==> config.mk <==
export PLATFORM = sky130hd
export DESIGN_NAME = sxc_top
export DESIGN_NICKNAME = d
export VERILOG_FILES = /design/src/sxc_debounce.v /design/src/sxc_err_hist.v /design/src/sxc_top.v
export VERILOG_INCLUDE_DIRS = /design/src
export SDC_FILE = /design/constraint.sdc
export NUM_CORES = 1
export LEC_CHECK = 0
export BUFFER_PORTS_ARGS = -buffer_cell sky130_fd_sc_hd__buf_2
export CAP_MARGIN = 25
export CORE_ASPECT_RATIO = 1.75
export CORE_UTILIZATION = 55
export CTS_CLUSTER_DIAMETER = 120
export DETAILED_ROUTE_END_ITERATION = 12
export PLACE_DENSITY_LB_ADDON = 0.12
export SYNTH_ARGS = -nofsm -noshare
export SYNTH_HDL_FRONTEND = slang
export SYNTH_SLANG_ARGS = --single-unit
==> constraint.sdc <==
create_clock -name mclk -period 13.4 [get_ports mclk]
set_input_delay 1.34 -clock mclk [delete_from_list [all_inputs] [get_ports mclk]]
set_output_delay 1.34 -clock mclk [all_outputs]
set_load 0.005 [all_outputs]
==> src/sxc_regs.vh <==
// constants for the spindle external command logic
`ifndef SXC_REGS_VH
`define SXC_REGS_VH
`define SXC_SRC_ANALOG 2'h0
`define SXC_SRC_PULSE 2'h1
`define SXC_SRC_POINT 2'h2
`define SXC_SPD_W 16
`define SXC_SPD_MIN 16'h03e8
`define SXC_SPD_MAX 16'hc350
`define SXC_SPD_STEP 16'h03e8
`define SXC_SPD_AIRCAP 16'h7530
`define SXC_SPD_RST 16'h2710
`define SXC_CLK_MHZ 250
`define SXC_DEB_US 1000
`define SXC_HOLD_MS 3000
`define SXC_BEEP_MS 100
`define SXC_DEB_CYC 18'h3d090
`define SXC_HOLD_CYC 32'h2cb41780
`define SXC_BEEP_CYC 32'h017d7840
`define SXC_ERR_DEPTH 5
`define SXC_VIEW_PARAM 2'h1
`define SXC_VIEW_VERSION 2'h2
`define SXC_VIEW_ERRHIST 2'h3
`endif

==> src/sxc_debounce.v <==
// synchroniser and debounce filter for one contact input
`timescale 1ns/10ps
module sxc_debounce #(
  parameter CNT_W = 18,
  parameter [17:0] STABLE = 18'h3d090
) (
  input wire mclk,
  input wire rstn,
  input wire raw,
  output reg clean_r
);
  reg s1_r;
  reg s2_r;
  reg [CNT_W-1:0] cnt_r;
  always @(posedge mclk or negedge rstn) begin
    if (!rstn) begin
      s1_r <= 1'b0;
      s2_r <= 1'b0;
      cnt_r <= {CNT_W{1'b0}};
      clean_r <= 1'b0;
    end else begin
      s1_r <= raw;
      s2_r <= s1_r;
      if (s2_r == clean_r) begin
        cnt_r <= {CNT_W{1'b0}};
      end else if (cnt_r == STABLE[CNT_W-1:0]) begin
        cnt_r <= {CNT_W{1'b0}};
        clean_r <= s2_r;
      end else begin
        cnt_r <= cnt_r + {{(CNT_W-1){1'b0}}, 1'b1};
      end
    end
  end
endmodule // sxc_debounce

==> src/sxc_err_hist.v <==
// five-deep error code history, newest first
`timescale 1ns/10ps
`include "sxc_regs.vh"
module sxc_err_hist #(
  parameter CODE_W = 8,
  parameter DEPTH = `SXC_ERR_DEPTH
) (
  input wire mclk,
  input wire rstn,
  input wire err_valid,
  input wire [CODE_W-1:0] err_code,
  input wire clear,
  input wire [2:0] rd_slot,
  output reg [CODE_W-1:0] rd_code_r,
  output reg [2:0] count_r
);
  reg [CODE_W-1:0] mem_r [0:DEPTH-1];
  integer i;
  always @(posedge mclk or negedge rstn) begin
    if (!rstn) begin
      for (i = 0; i < DEPTH; i = i + 1) begin
        mem_r[i] <= {CODE_W{1'b0}};
      end
      count_r <= 3'h0;
      rd_code_r <= {CODE_W{1'b0}};
    end else begin
      // a new error wins over clear
      if (err_valid) begin
        mem_r[0] <= err_code;
        for (i = 1; i < DEPTH; i = i + 1) begin
          mem_r[i] <= mem_r[i-1];
        end
        if (clear) begin
          count_r <= 3'h1;
        end else if (count_r != DEPTH[2:0]) begin
          count_r <= count_r + 3'h1;
        end
      end else if (clear) begin
        for (i = 0; i < DEPTH; i = i + 1) begin
          mem_r[i] <= {CODE_W{1'b0}};
        end
        count_r <= 3'h0;
      end
      if (rd_slot != 3'h0 && rd_slot <= DEPTH[2:0] && rd_slot <= count_r) begin
        rd_code_r <= mem_r[rd_slot - 3'h1];
      end else begin
        rd_code_r <= {CODE_W{1'b0}};
      end
    end
  end
endmodule // sxc_err_hist

==> src/sxc_top.v <==
// spindle external command logic: speed source, start, e-stop, lights, history
// Behaviour
// - auto mode speed source chosen by parameter: analog, pulse or speed point.
// - pulse mode uses select low as up/down and select high as count.
// - each count pulse moves active motor set speed by 1000 rpm.
// - up/down open lowers speed, closed raises speed.
// - pulse-set speeds of both motors kept in nonvolatile storage.
// - four speed points per motor; motor choice open is motor one.
// - select high is upper bit, closed is one; 00 to 11 picks points 1-4.
// - each speed point holds any speed from 1000 to 50000 rpm.
// - analog mode: motor one from first input, motor two from second.
// - signal start uses rotate command with direction sampled together.
// - direction open means forward, closed means reverse.
// - signal start disabled ignores direction and rotate command inputs.
// - air override allows start without air but caps speed at 30000.
// - characteristic parameter picks native 50000 curve or legacy curve.
// - estop enabled and both estop inputs open trips relay, cuts power.
// - estop parameter off means estop inputs are ignored.
// - four brightness levels each for front and bottom lights.
// - last five error codes kept, newest slot one, oldest dropped.
// - start/stop held three seconds in history view clears it and beeps.
// - read-only parameter view and program version view on indicator.
// - fixed and maximum speeds clamped to 1000 to 50000; any value, not rounded to 1000 steps.
`timescale 1ns/10ps
`include "sxc_regs.vh"
module sxc_top #(
  parameter SPD_W = `SXC_SPD_W,
  parameter CODE_W = 8,
  parameter [15:0] VERSION = 16'h0100,
  parameter [17:0] DEB_CYC = `SXC_DEB_CYC,
  parameter [31:0] HOLD_CYC = `SXC_HOLD_CYC,
  parameter [31:0] BEEP_CYC = `SXC_BEEP_CYC
) (
  input wire mclk,
  input wire rstn,
  input wire [1:0] speed_source_param,
  input wire legacy_curve_param,
  input wire signal_start_param,
  input wire air_override_param,
  input wire estop_enable_param,
  input wire max1_en_param,
  input wire [SPD_W-1:0] max1_speed_param,
  input wire max2_en_param,
  input wire [SPD_W-1:0] max2_speed_param,
  input wire fixed1_en_param,
  input wire [SPD_W-1:0] fixed1_speed_param,
  input wire fixed2_en_param,
  input wire [SPD_W-1:0] fixed2_speed_param,
  input wire [1:0] front_light_param,
  input wire [1:0] bottom_light_param,
  input wire [SPD_W-1:0] analog_speed_in_first,
  input wire [SPD_W-1:0] analog_speed_in_second,
  input wire [SPD_W-1:0] analog_legacy_first,
  input wire [SPD_W-1:0] analog_legacy_second,
  input wire speed_select_low,
  input wire speed_select_high,
  input wire motor_choice_in,
  input wire dir_in,
  input wire rotate_cmd_in,
  input wire estop_in_first,
  input wire estop_in_second,
  input wire air_ok_in,
  input wire point_wr,
  input wire point_wr_motor,
  input wire [1:0] point_wr_idx,
  input wire [SPD_W-1:0] point_wr_speed,
  input wire nv_load,
  input wire [SPD_W-1:0] nv_speed1,
  input wire [SPD_W-1:0] nv_speed2,
  input wire err_valid,
  input wire [CODE_W-1:0] err_code,
  input wire [1:0] view_sel,
  input wire [2:0] hist_slot,
  input wire start_stop_btn,
  output reg [SPD_W-1:0] speed_cmd_r,
  output reg run_r,
  output reg forward_rotation_r,
  output reg reverse_rotation_r,
  output reg estop_trip_r,
  output reg motor_power_en_r,
  output reg nv_write_r,
  output reg [SPD_W-1:0] nv_wr_speed1_r,
  output reg [SPD_W-1:0] nv_wr_speed2_r,
  output reg [1:0] front_light_r,
  output reg [1:0] bottom_light_r,
  output reg [15:0] indicator_r,
  output reg beep_r
);
  ////////////////////////////////////////////////////////////////////
  // input conditioning
  wire sel_lo_c;
  wire sel_hi_c;
  wire mot_c;
  wire dir_c;
  wire rot_c;
  wire es1_c;
  wire es2_c;
  wire btn_c;
  wire [7:0] raw_w;
  wire [7:0] clean_w;
  assign raw_w = {start_stop_btn, estop_in_second, estop_in_first, rotate_cmd_in,
                  dir_in, motor_choice_in, speed_select_high, speed_select_low};
  assign {btn_c, es2_c, es1_c, rot_c, dir_c, mot_c, sel_hi_c, sel_lo_c} = clean_w;
  genvar g;
  generate
    for (g = 0; g < 8; g = g + 1) begin : deb
      sxc_debounce #(.CNT_W(18), .STABLE(DEB_CYC)) u_deb (
        .mclk(mclk),
        .rstn(rstn),
        .raw(raw_w[g]),
        .clean_r(clean_w[g])
      );
    end
  endgenerate

  ////////////////////////////////////////////////////////////////////
  // helpers
  function [15:0] clamp_spd;
    input [15:0] v;
    input [15:0] lim;
    reg [15:0] t;
    begin
      t = v;
      if (t < `SXC_SPD_MIN) t = `SXC_SPD_MIN;
      if (t > `SXC_SPD_MAX) t = `SXC_SPD_MAX;
      if (t > lim) t = lim;
      clamp_spd = t;
    end
  endfunction

  function [15:0] lim_of;
    input en;
    input [15:0] m;
    begin
      lim_of = en ? clamp_spd(m, `SXC_SPD_MAX) : `SXC_SPD_MAX;
    end
  endfunction

  wire [15:0] lim1_w;
  wire [15:0] lim2_w;
  assign lim1_w = lim_of(max1_en_param, max1_speed_param);
  assign lim2_w = lim_of(max2_en_param, max2_speed_param);

  ////////////////////////////////////////////////////////////////////
  // pulse mode counting
  reg cnt_d_r;
  reg [SPD_W-1:0] pset1_r;
  reg [SPD_W-1:0] pset2_r;
  wire pulse_mode;
  wire cnt_rise;
  reg [SPD_W-1:0] cur_p;
  reg [SPD_W-1:0] nxt_p;
  reg [16:0] sum_p;
  assign pulse_mode = (speed_source_param == `SXC_SRC_PULSE);
  assign cnt_rise = pulse_mode & sel_hi_c & ~cnt_d_r;

  always @* begin
    cur_p = mot_c ? pset2_r : pset1_r;
    sum_p = 17'h0;
    if (sel_lo_c) begin
      sum_p = {1'b0, cur_p} + {1'b0, `SXC_SPD_STEP};
    end else if (cur_p > `SXC_SPD_STEP) begin
      sum_p = {1'b0, cur_p} - {1'b0, `SXC_SPD_STEP};
    end
    nxt_p = clamp_spd(sum_p[16] ? `SXC_SPD_MAX : sum_p[15:0], mot_c ? lim2_w : lim1_w);
  end

  always @(posedge mclk or negedge rstn) begin
    if (!rstn) begin
      cnt_d_r <= 1'b0;
      pset1_r <= `SXC_SPD_RST;
      pset2_r <= `SXC_SPD_RST;
      nv_write_r <= 1'b0;
      nv_wr_speed1_r <= `SXC_SPD_RST;
      nv_wr_speed2_r <= `SXC_SPD_RST;
    end else begin
      cnt_d_r <= sel_hi_c;
      nv_write_r <= 1'b0;
      if (nv_load) begin
        pset1_r <= clamp_spd(nv_speed1, `SXC_SPD_MAX);
        pset2_r <= clamp_spd(nv_speed2, `SXC_SPD_MAX);
      end else if (cnt_rise) begin
        if (mot_c) pset2_r <= nxt_p;
        else pset1_r <= nxt_p;
        nv_write_r <= 1'b1;
        nv_wr_speed1_r <= mot_c ? pset1_r : nxt_p;
        nv_wr_speed2_r <= mot_c ? nxt_p : pset2_r;
      end
    end
  end

  ////////////////////////////////////////////////////////////////////
  // speed points
  reg [SPD_W-1:0] point_r [0:7];
  integer k;
  always @(posedge mclk or negedge rstn) begin
    if (!rstn) begin
      for (k = 0; k < 8; k = k + 1) begin
        point_r[k] <= `SXC_SPD_RST;
      end
    end else if (point_wr) begin
      point_r[{point_wr_motor, point_wr_idx}] <= clamp_spd(point_wr_speed, `SXC_SPD_MAX);
    end
  end
  wire [2:0] pt_idx;
  assign pt_idx = {mot_c, sel_hi_c, sel_lo_c};

  ////////////////////////////////////////////////////////////////////
  // speed command
  reg [SPD_W-1:0] raw_spd;
  reg [SPD_W-1:0] lim_spd;
  always @* begin
    lim_spd = mot_c ? lim2_w : lim1_w;
    if (air_override_param && !air_ok_in && lim_spd > `SXC_SPD_AIRCAP) begin
      lim_spd = `SXC_SPD_AIRCAP;
    end
    case (speed_source_param)
      `SXC_SRC_PULSE: raw_spd = mot_c ? pset2_r : pset1_r;
      `SXC_SRC_POINT: raw_spd = point_r[pt_idx];
      default: raw_spd = mot_c ? (legacy_curve_param ? analog_legacy_second
                                                     : analog_speed_in_second)
                               : (legacy_curve_param ? analog_legacy_first
                                                     : analog_speed_in_first);
    endcase
    if (!mot_c && fixed1_en_param) raw_spd = fixed1_speed_param;
    if (mot_c && fixed2_en_param) raw_spd = fixed2_speed_param;
  end

  ////////////////////////////////////////////////////////////////////
  // start, direction, emergency stop
  reg trip_nxt;
  always @* begin
    trip_nxt = estop_enable_param & ~es1_c & ~es2_c;
  end

  always @(posedge mclk or negedge rstn) begin
    if (!rstn) begin
      speed_cmd_r <= `SXC_SPD_MIN;
      run_r <= 1'b0;
      forward_rotation_r <= 1'b0;
      reverse_rotation_r <= 1'b0;
      estop_trip_r <= 1'b0;
      motor_power_en_r <= 1'b0;
      front_light_r <= 2'h0;
      bottom_light_r <= 2'h0;
    end else begin
      speed_cmd_r <= clamp_spd(raw_spd, lim_spd);
      estop_trip_r <= trip_nxt;
      motor_power_en_r <= ~trip_nxt & (air_ok_in | air_override_param);
      if (signal_start_param && !trip_nxt && (air_ok_in || air_override_param)) begin
        run_r <= rot_c;
        forward_rotation_r <= rot_c & ~dir_c;
        reverse_rotation_r <= rot_c & dir_c;
      end else begin
        run_r <= 1'b0;
        forward_rotation_r <= 1'b0;
        reverse_rotation_r <= 1'b0;
      end
      front_light_r <= front_light_param;
      bottom_light_r <= bottom_light_param;
    end
  end

  ////////////////////////////////////////////////////////////////////
  // history view, hold-to-clear, beep
  reg [31:0] hold_r;
  reg [31:0] beep_cnt_r;
  reg hold_done_r;
  reg hist_clr_r;
  wire [CODE_W-1:0] hist_code;
  wire [2:0] hist_cnt;
  wire in_hist;
  assign in_hist = (view_sel == `SXC_VIEW_ERRHIST);

  sxc_err_hist #(.CODE_W(CODE_W), .DEPTH(`SXC_ERR_DEPTH)) u_hist (
    .mclk(mclk),
    .rstn(rstn),
    .err_valid(err_valid),
    .err_code(err_code),
    .clear(hist_clr_r),
    .rd_slot(hist_slot),
    .rd_code_r(hist_code),
    .count_r(hist_cnt)
  );

  always @(posedge mclk or negedge rstn) begin
    if (!rstn) begin
      hold_r <= 32'h0;
      hold_done_r <= 1'b0;
      hist_clr_r <= 1'b0;
      beep_cnt_r <= 32'h0;
      beep_r <= 1'b0;
    end else begin
      hist_clr_r <= 1'b0;
      if (!(in_hist && btn_c)) begin
        hold_r <= 32'h0;
        hold_done_r <= 1'b0;
      end else if (!hold_done_r) begin
        if (hold_r == HOLD_CYC - 32'h1) begin
          hold_done_r <= 1'b1;
          hist_clr_r <= 1'b1;
          beep_cnt_r <= BEEP_CYC;
        end else begin
          hold_r <= hold_r + 32'h1;
        end
      end
      if (beep_cnt_r != 32'h0 && !(hist_clr_r == 1'b0 && hold_r == HOLD_CYC - 32'h1
          && in_hist && btn_c && !hold_done_r)) begin
        beep_cnt_r <= beep_cnt_r - 32'h1;
      end
      beep_r <= (beep_cnt_r != 32'h0);
    end
  end

  ////////////////////////////////////////////////////////////////////
  // indicator
  always @(posedge mclk or negedge rstn) begin
    if (!rstn) begin
      indicator_r <= 16'h0;
    end else begin
      if (view_sel == `SXC_VIEW_PARAM) begin
        indicator_r <= {1'b0, speed_source_param, legacy_curve_param, signal_start_param,
                        air_override_param, estop_enable_param, max1_en_param,
                        max2_en_param, fixed1_en_param, fixed2_en_param, 1'b0,
                        front_light_param, bottom_light_param};
      end else if (view_sel == `SXC_VIEW_VERSION) begin
        indicator_r <= VERSION;
      end else if (in_hist) begin
        indicator_r <= {5'h0, hist_cnt, hist_code};
      end else begin
        indicator_r <= speed_cmd_r;
      end
    end
  end
endmodule // sxc_top

==> flow_metrics.py <==
metrics = {
    "run_status": {
        "run_status": "completed",
    },
    "finish": {
        "drive_gt1_frac": 0.191,
        "final_cell_mix": "dfrtp_1, nand2_1, nor2_1",
        "stdcell_area_sq_mm": 0.0317,
        "syn_to_final_growth_pct": 13.2,
        "final_common_cell": "dfrtp_1",
        "final_core_util": 0.630,
        "fin_nets": 3439,
        "fin_cells": 3868,
    },
    "route": {
        "avgRoutedWirePerCell_microns": 21.1,
        "drc": 0,
        "routed_wl_microns": 81500,
        "vias": 23400,
        "drt_iter0_markers": 1416,
        "antenna_left": 0,
        "firstDrtPassIters": 6,
        "via_per_inst": 6.04,
    },
    "synthesis": {
        "synth-seq-area-share": 0.469,
        "syn_area_sq_mm": 0.0280,
        "ys_seq_elements": 521,
        "ys.flop_type": "dfrtp_1",
        "ys_warn_count": 0,
        "syn_avg_cell_area_sq_um": 9.59,
        "yosysTopAreaCell": "dfrtp_1",
        "synth_cell_types": 89,
        "synthCells": 2921,
        "synth_top_area_share": 0.407,
        "synthesis.nets": 3203,
        "synth-edff-count": 0,
        "async_flop_share": 1.00,
        "netlist_top_cells_area": "dfrtp_1, dfstp_2, nand2_1",
    },
    "timing": {
        "max_clock_freq_mhz": 130,
        "fin_crit_ns": 7.69,
        "maxSlewHeadroom": 0.294,
        "layout_setup_ws_ns": 5.71,
        "slew_viol_final": 0,
        "holdWs_ns": 0.350,
        "worstMarginPinSlew_ns": 1.06,
        "clock_skew_ns": 0.0189,
        "finalCritPeriodShare": 0.574,
        "tns_ns": 0,
        "rsz0062_at_grt": "false",
        "finalHoldViolations": 0,
        "setup_viol": 0,
    },
    "power": {
        "clkPwrFrac": 0.371,
        "p_sw_frac": 0.284,
        "finalPower_mw": 3.89,
        "power_frac_comb": 0.159,
        "p_int_mw": 2.79,
        "power_frac_seq": 0.470,
        "power-per-cell-area_mw_per_mm2": 123,
        "p_sw_mw": 1.10,
        "leakage_nw": 14.2,
        "peakVddDrop_v": 0.000108,
    },
    "worst_setup_path": {
        "end_kind": "register",
        "reg2reg_setup_slack_ns": 5.71,
        "cp.required_ns": 13.87,
        "r2r_cells": 22,
        "crit_fanout": 74,
        "critPathMaxStageDelay_ns": 0.95,
        "crit_path_top_delay_cell": "dfrtp_4",
        "worstPathCellList": "buf_4, nand3_1, a22oi_2, nand4_1, and2_1, a2111o_1, nor4_2, nor4_4, o31a_1, nor3_1, nand2_1, ha_1, a21o_1, a21o_1, a21oi_1, o21ai_0, o21ai_0, o21ba_2, or3_1, o21ai_0, a22o_1, a221o_1",
        "crit_top_cell": "o21ai_0",
        "arrival_ns": 8.16,
        "r2r_end": "pset1_r[11]",
        "start_kind": "register",
        "r2r-start": "deb[2].u_deb.clean_r",
        "crit_type": "register to register",
    },
    "job": {
        "cap_violations": 0,
    },
    "place": {
        "hpwl_microns": 59300,
        "portBuffers": 294,
        "gp_congestion": 0.952,
        "place_area_sq_mm": 0.0299,
        "dp.cells": 3768,
        "place_ws_ns": 5.87,
    },
    "clock_network": {
        "ctsResizeCount": 0,
        "cts_buffers": 50,
        "postCtsHoldBufs": 0,
        "cts_tree": "built",
        "cts_sinks": 521,
        "root_buffer": "clkbuf_16",
        "cts_setup_buffers": 0,
        "clk_path_buf_depth": 3,
        "path_clk_slew_ns": 0.07,
        "htree_levels": 2,
        "insertion_delay_ns": 0.59,
    },
    "grt": {
        "gr-usage-all-layers": 0.315,
        "antenna_found_initial": 10,
        "grt_pass1_vias": 23500,
        "grt-ovfl-total": 0,
        "grt_pass1_wl_microns": 129000,
        "grt_max_degree": 182,
    },
    "floorplanning": {
        "start_util": 0.556,
        "die_x_microns": 173,
        "die_h_microns": 300,
        "rows": 109,
        "fp.dieArea_sq_mm": 0.0519,
        "ios": 295,
        "core_sq_mm": 0.0503,
    },
    "worst_hold_path": {
        "whs_path_depth": 0,
        "holdPathEnd": "deb[3].u_deb.s2_r",
        "holdCritPathClass": "register to register",
        "holdCritStartpoint": "deb[3].u_deb.s1_r",
    },
}
-- cell families after synthesis --
kind of cell / after synthesis / synth area share
fa+ha+maj: 62 / 0.0277
compound gates: 600 / 0.134
flops: 521 / 0.469
xor+xnor: 177 / 0.0554
mux: 141 / 0.0760
simple gates: 1210 / 0.208
buf+inv: 210 / 0.0303
-- power by group through the flow --
stage | Combinational (mW) | Clock, mW | Sequential [mW]
2_1_floorplan | 0.386 | 0 | 1.81
3_3_place_gp | 0.596 | 0 | 1.85
3_5_place_dp | 0.612 | 0 | 1.85
4_1_cts | 0.617 | 1.47 | 1.83
5_1_grt | 0.686 | 1.53 | 1.84
6_report | 0.621 | 1.44 | 1.83
-- flip-flops by register name, summed over array words and instances, names as in the netlist, 2 cells and up --
name and flops:
u_hist.mem_r 40, bottom_light_r 2, deb.u_deb.clean_r 8, u_hist.count_r 3
deb.u_deb.s2_r 8, nv_wr_speed1_r 16, indicator_r 16, hold_r 32
deb.u_deb.cnt_r 144, nv_wr_speed2_r 16, front_light_r 2, pset2_r 16
beep_cnt_r 32, deb.u_deb.s1_r 8, u_hist.rd_code_r 8, point_r 128
speed_cmd_r 16, pset1_r 16
-- worst max-delay path by stage --
stage	slack, ns	start	cells past startpoint	endpoint
after floorplan	7.41	legacy_curve_param	22	speed_cmd_r[6]
after global placement	6.03	deb[2].u_deb.clean_r	22	pset1_r[11]
after detailed placement	5.87	deb[2].u_deb.clean_r	22	pset1_r[11]
after CTS	5.83	deb[2].u_deb.clean_r	22	pset1_r[11]
after global routing	5.13	deb[2].u_deb.clean_r	22	pset1_r[11]
final	5.71	deb[2].u_deb.clean_r	22	pset1_r[11]
-- layout make-up --
class                   instances  area [sq um]
multi-input cells            2190         14000
clock inverters                16           188
repair buffers                320          1750
flip-flops and latches        521         13100
fillers                      4237         18600
well taps                     666           833
inverters                      74           278
diodes                          7          17.5
clock buffers                  74          1460
-- synthesized netlist by cell type (all sizes together) (54+ instances only) --
master    n
dfrtp   455
nand2   335
nor2    332
o21ai   245
nand3   136
a21oi   117
clkbuf   98
xor2     92
xnor2    85
inv      74
nor3     69
dfstp    66
ha       62
nand2b   56
and3     54
-- worst max-delay path, delay by kind of cell (launching register included) --
kind | cells | cell delay, ns
adders and majority gates | 1 | 0.31
DFF | 1 | 0.95
buffers and inverters | 1 | 0.83
and+or+nand+nor | 8 | 2.05
AOI/OAI and AO/OA | 12 | 3.36
-- layer usage --
layer / part of all wire / global-route usage
met1: 0.38 / 0.364
met2: 0.51 / 0.563
met3: 0.048 / 0.0366
met4: 0.060 / 0.183
met5: 0 / 0
(Power assumes the default switching activity.)
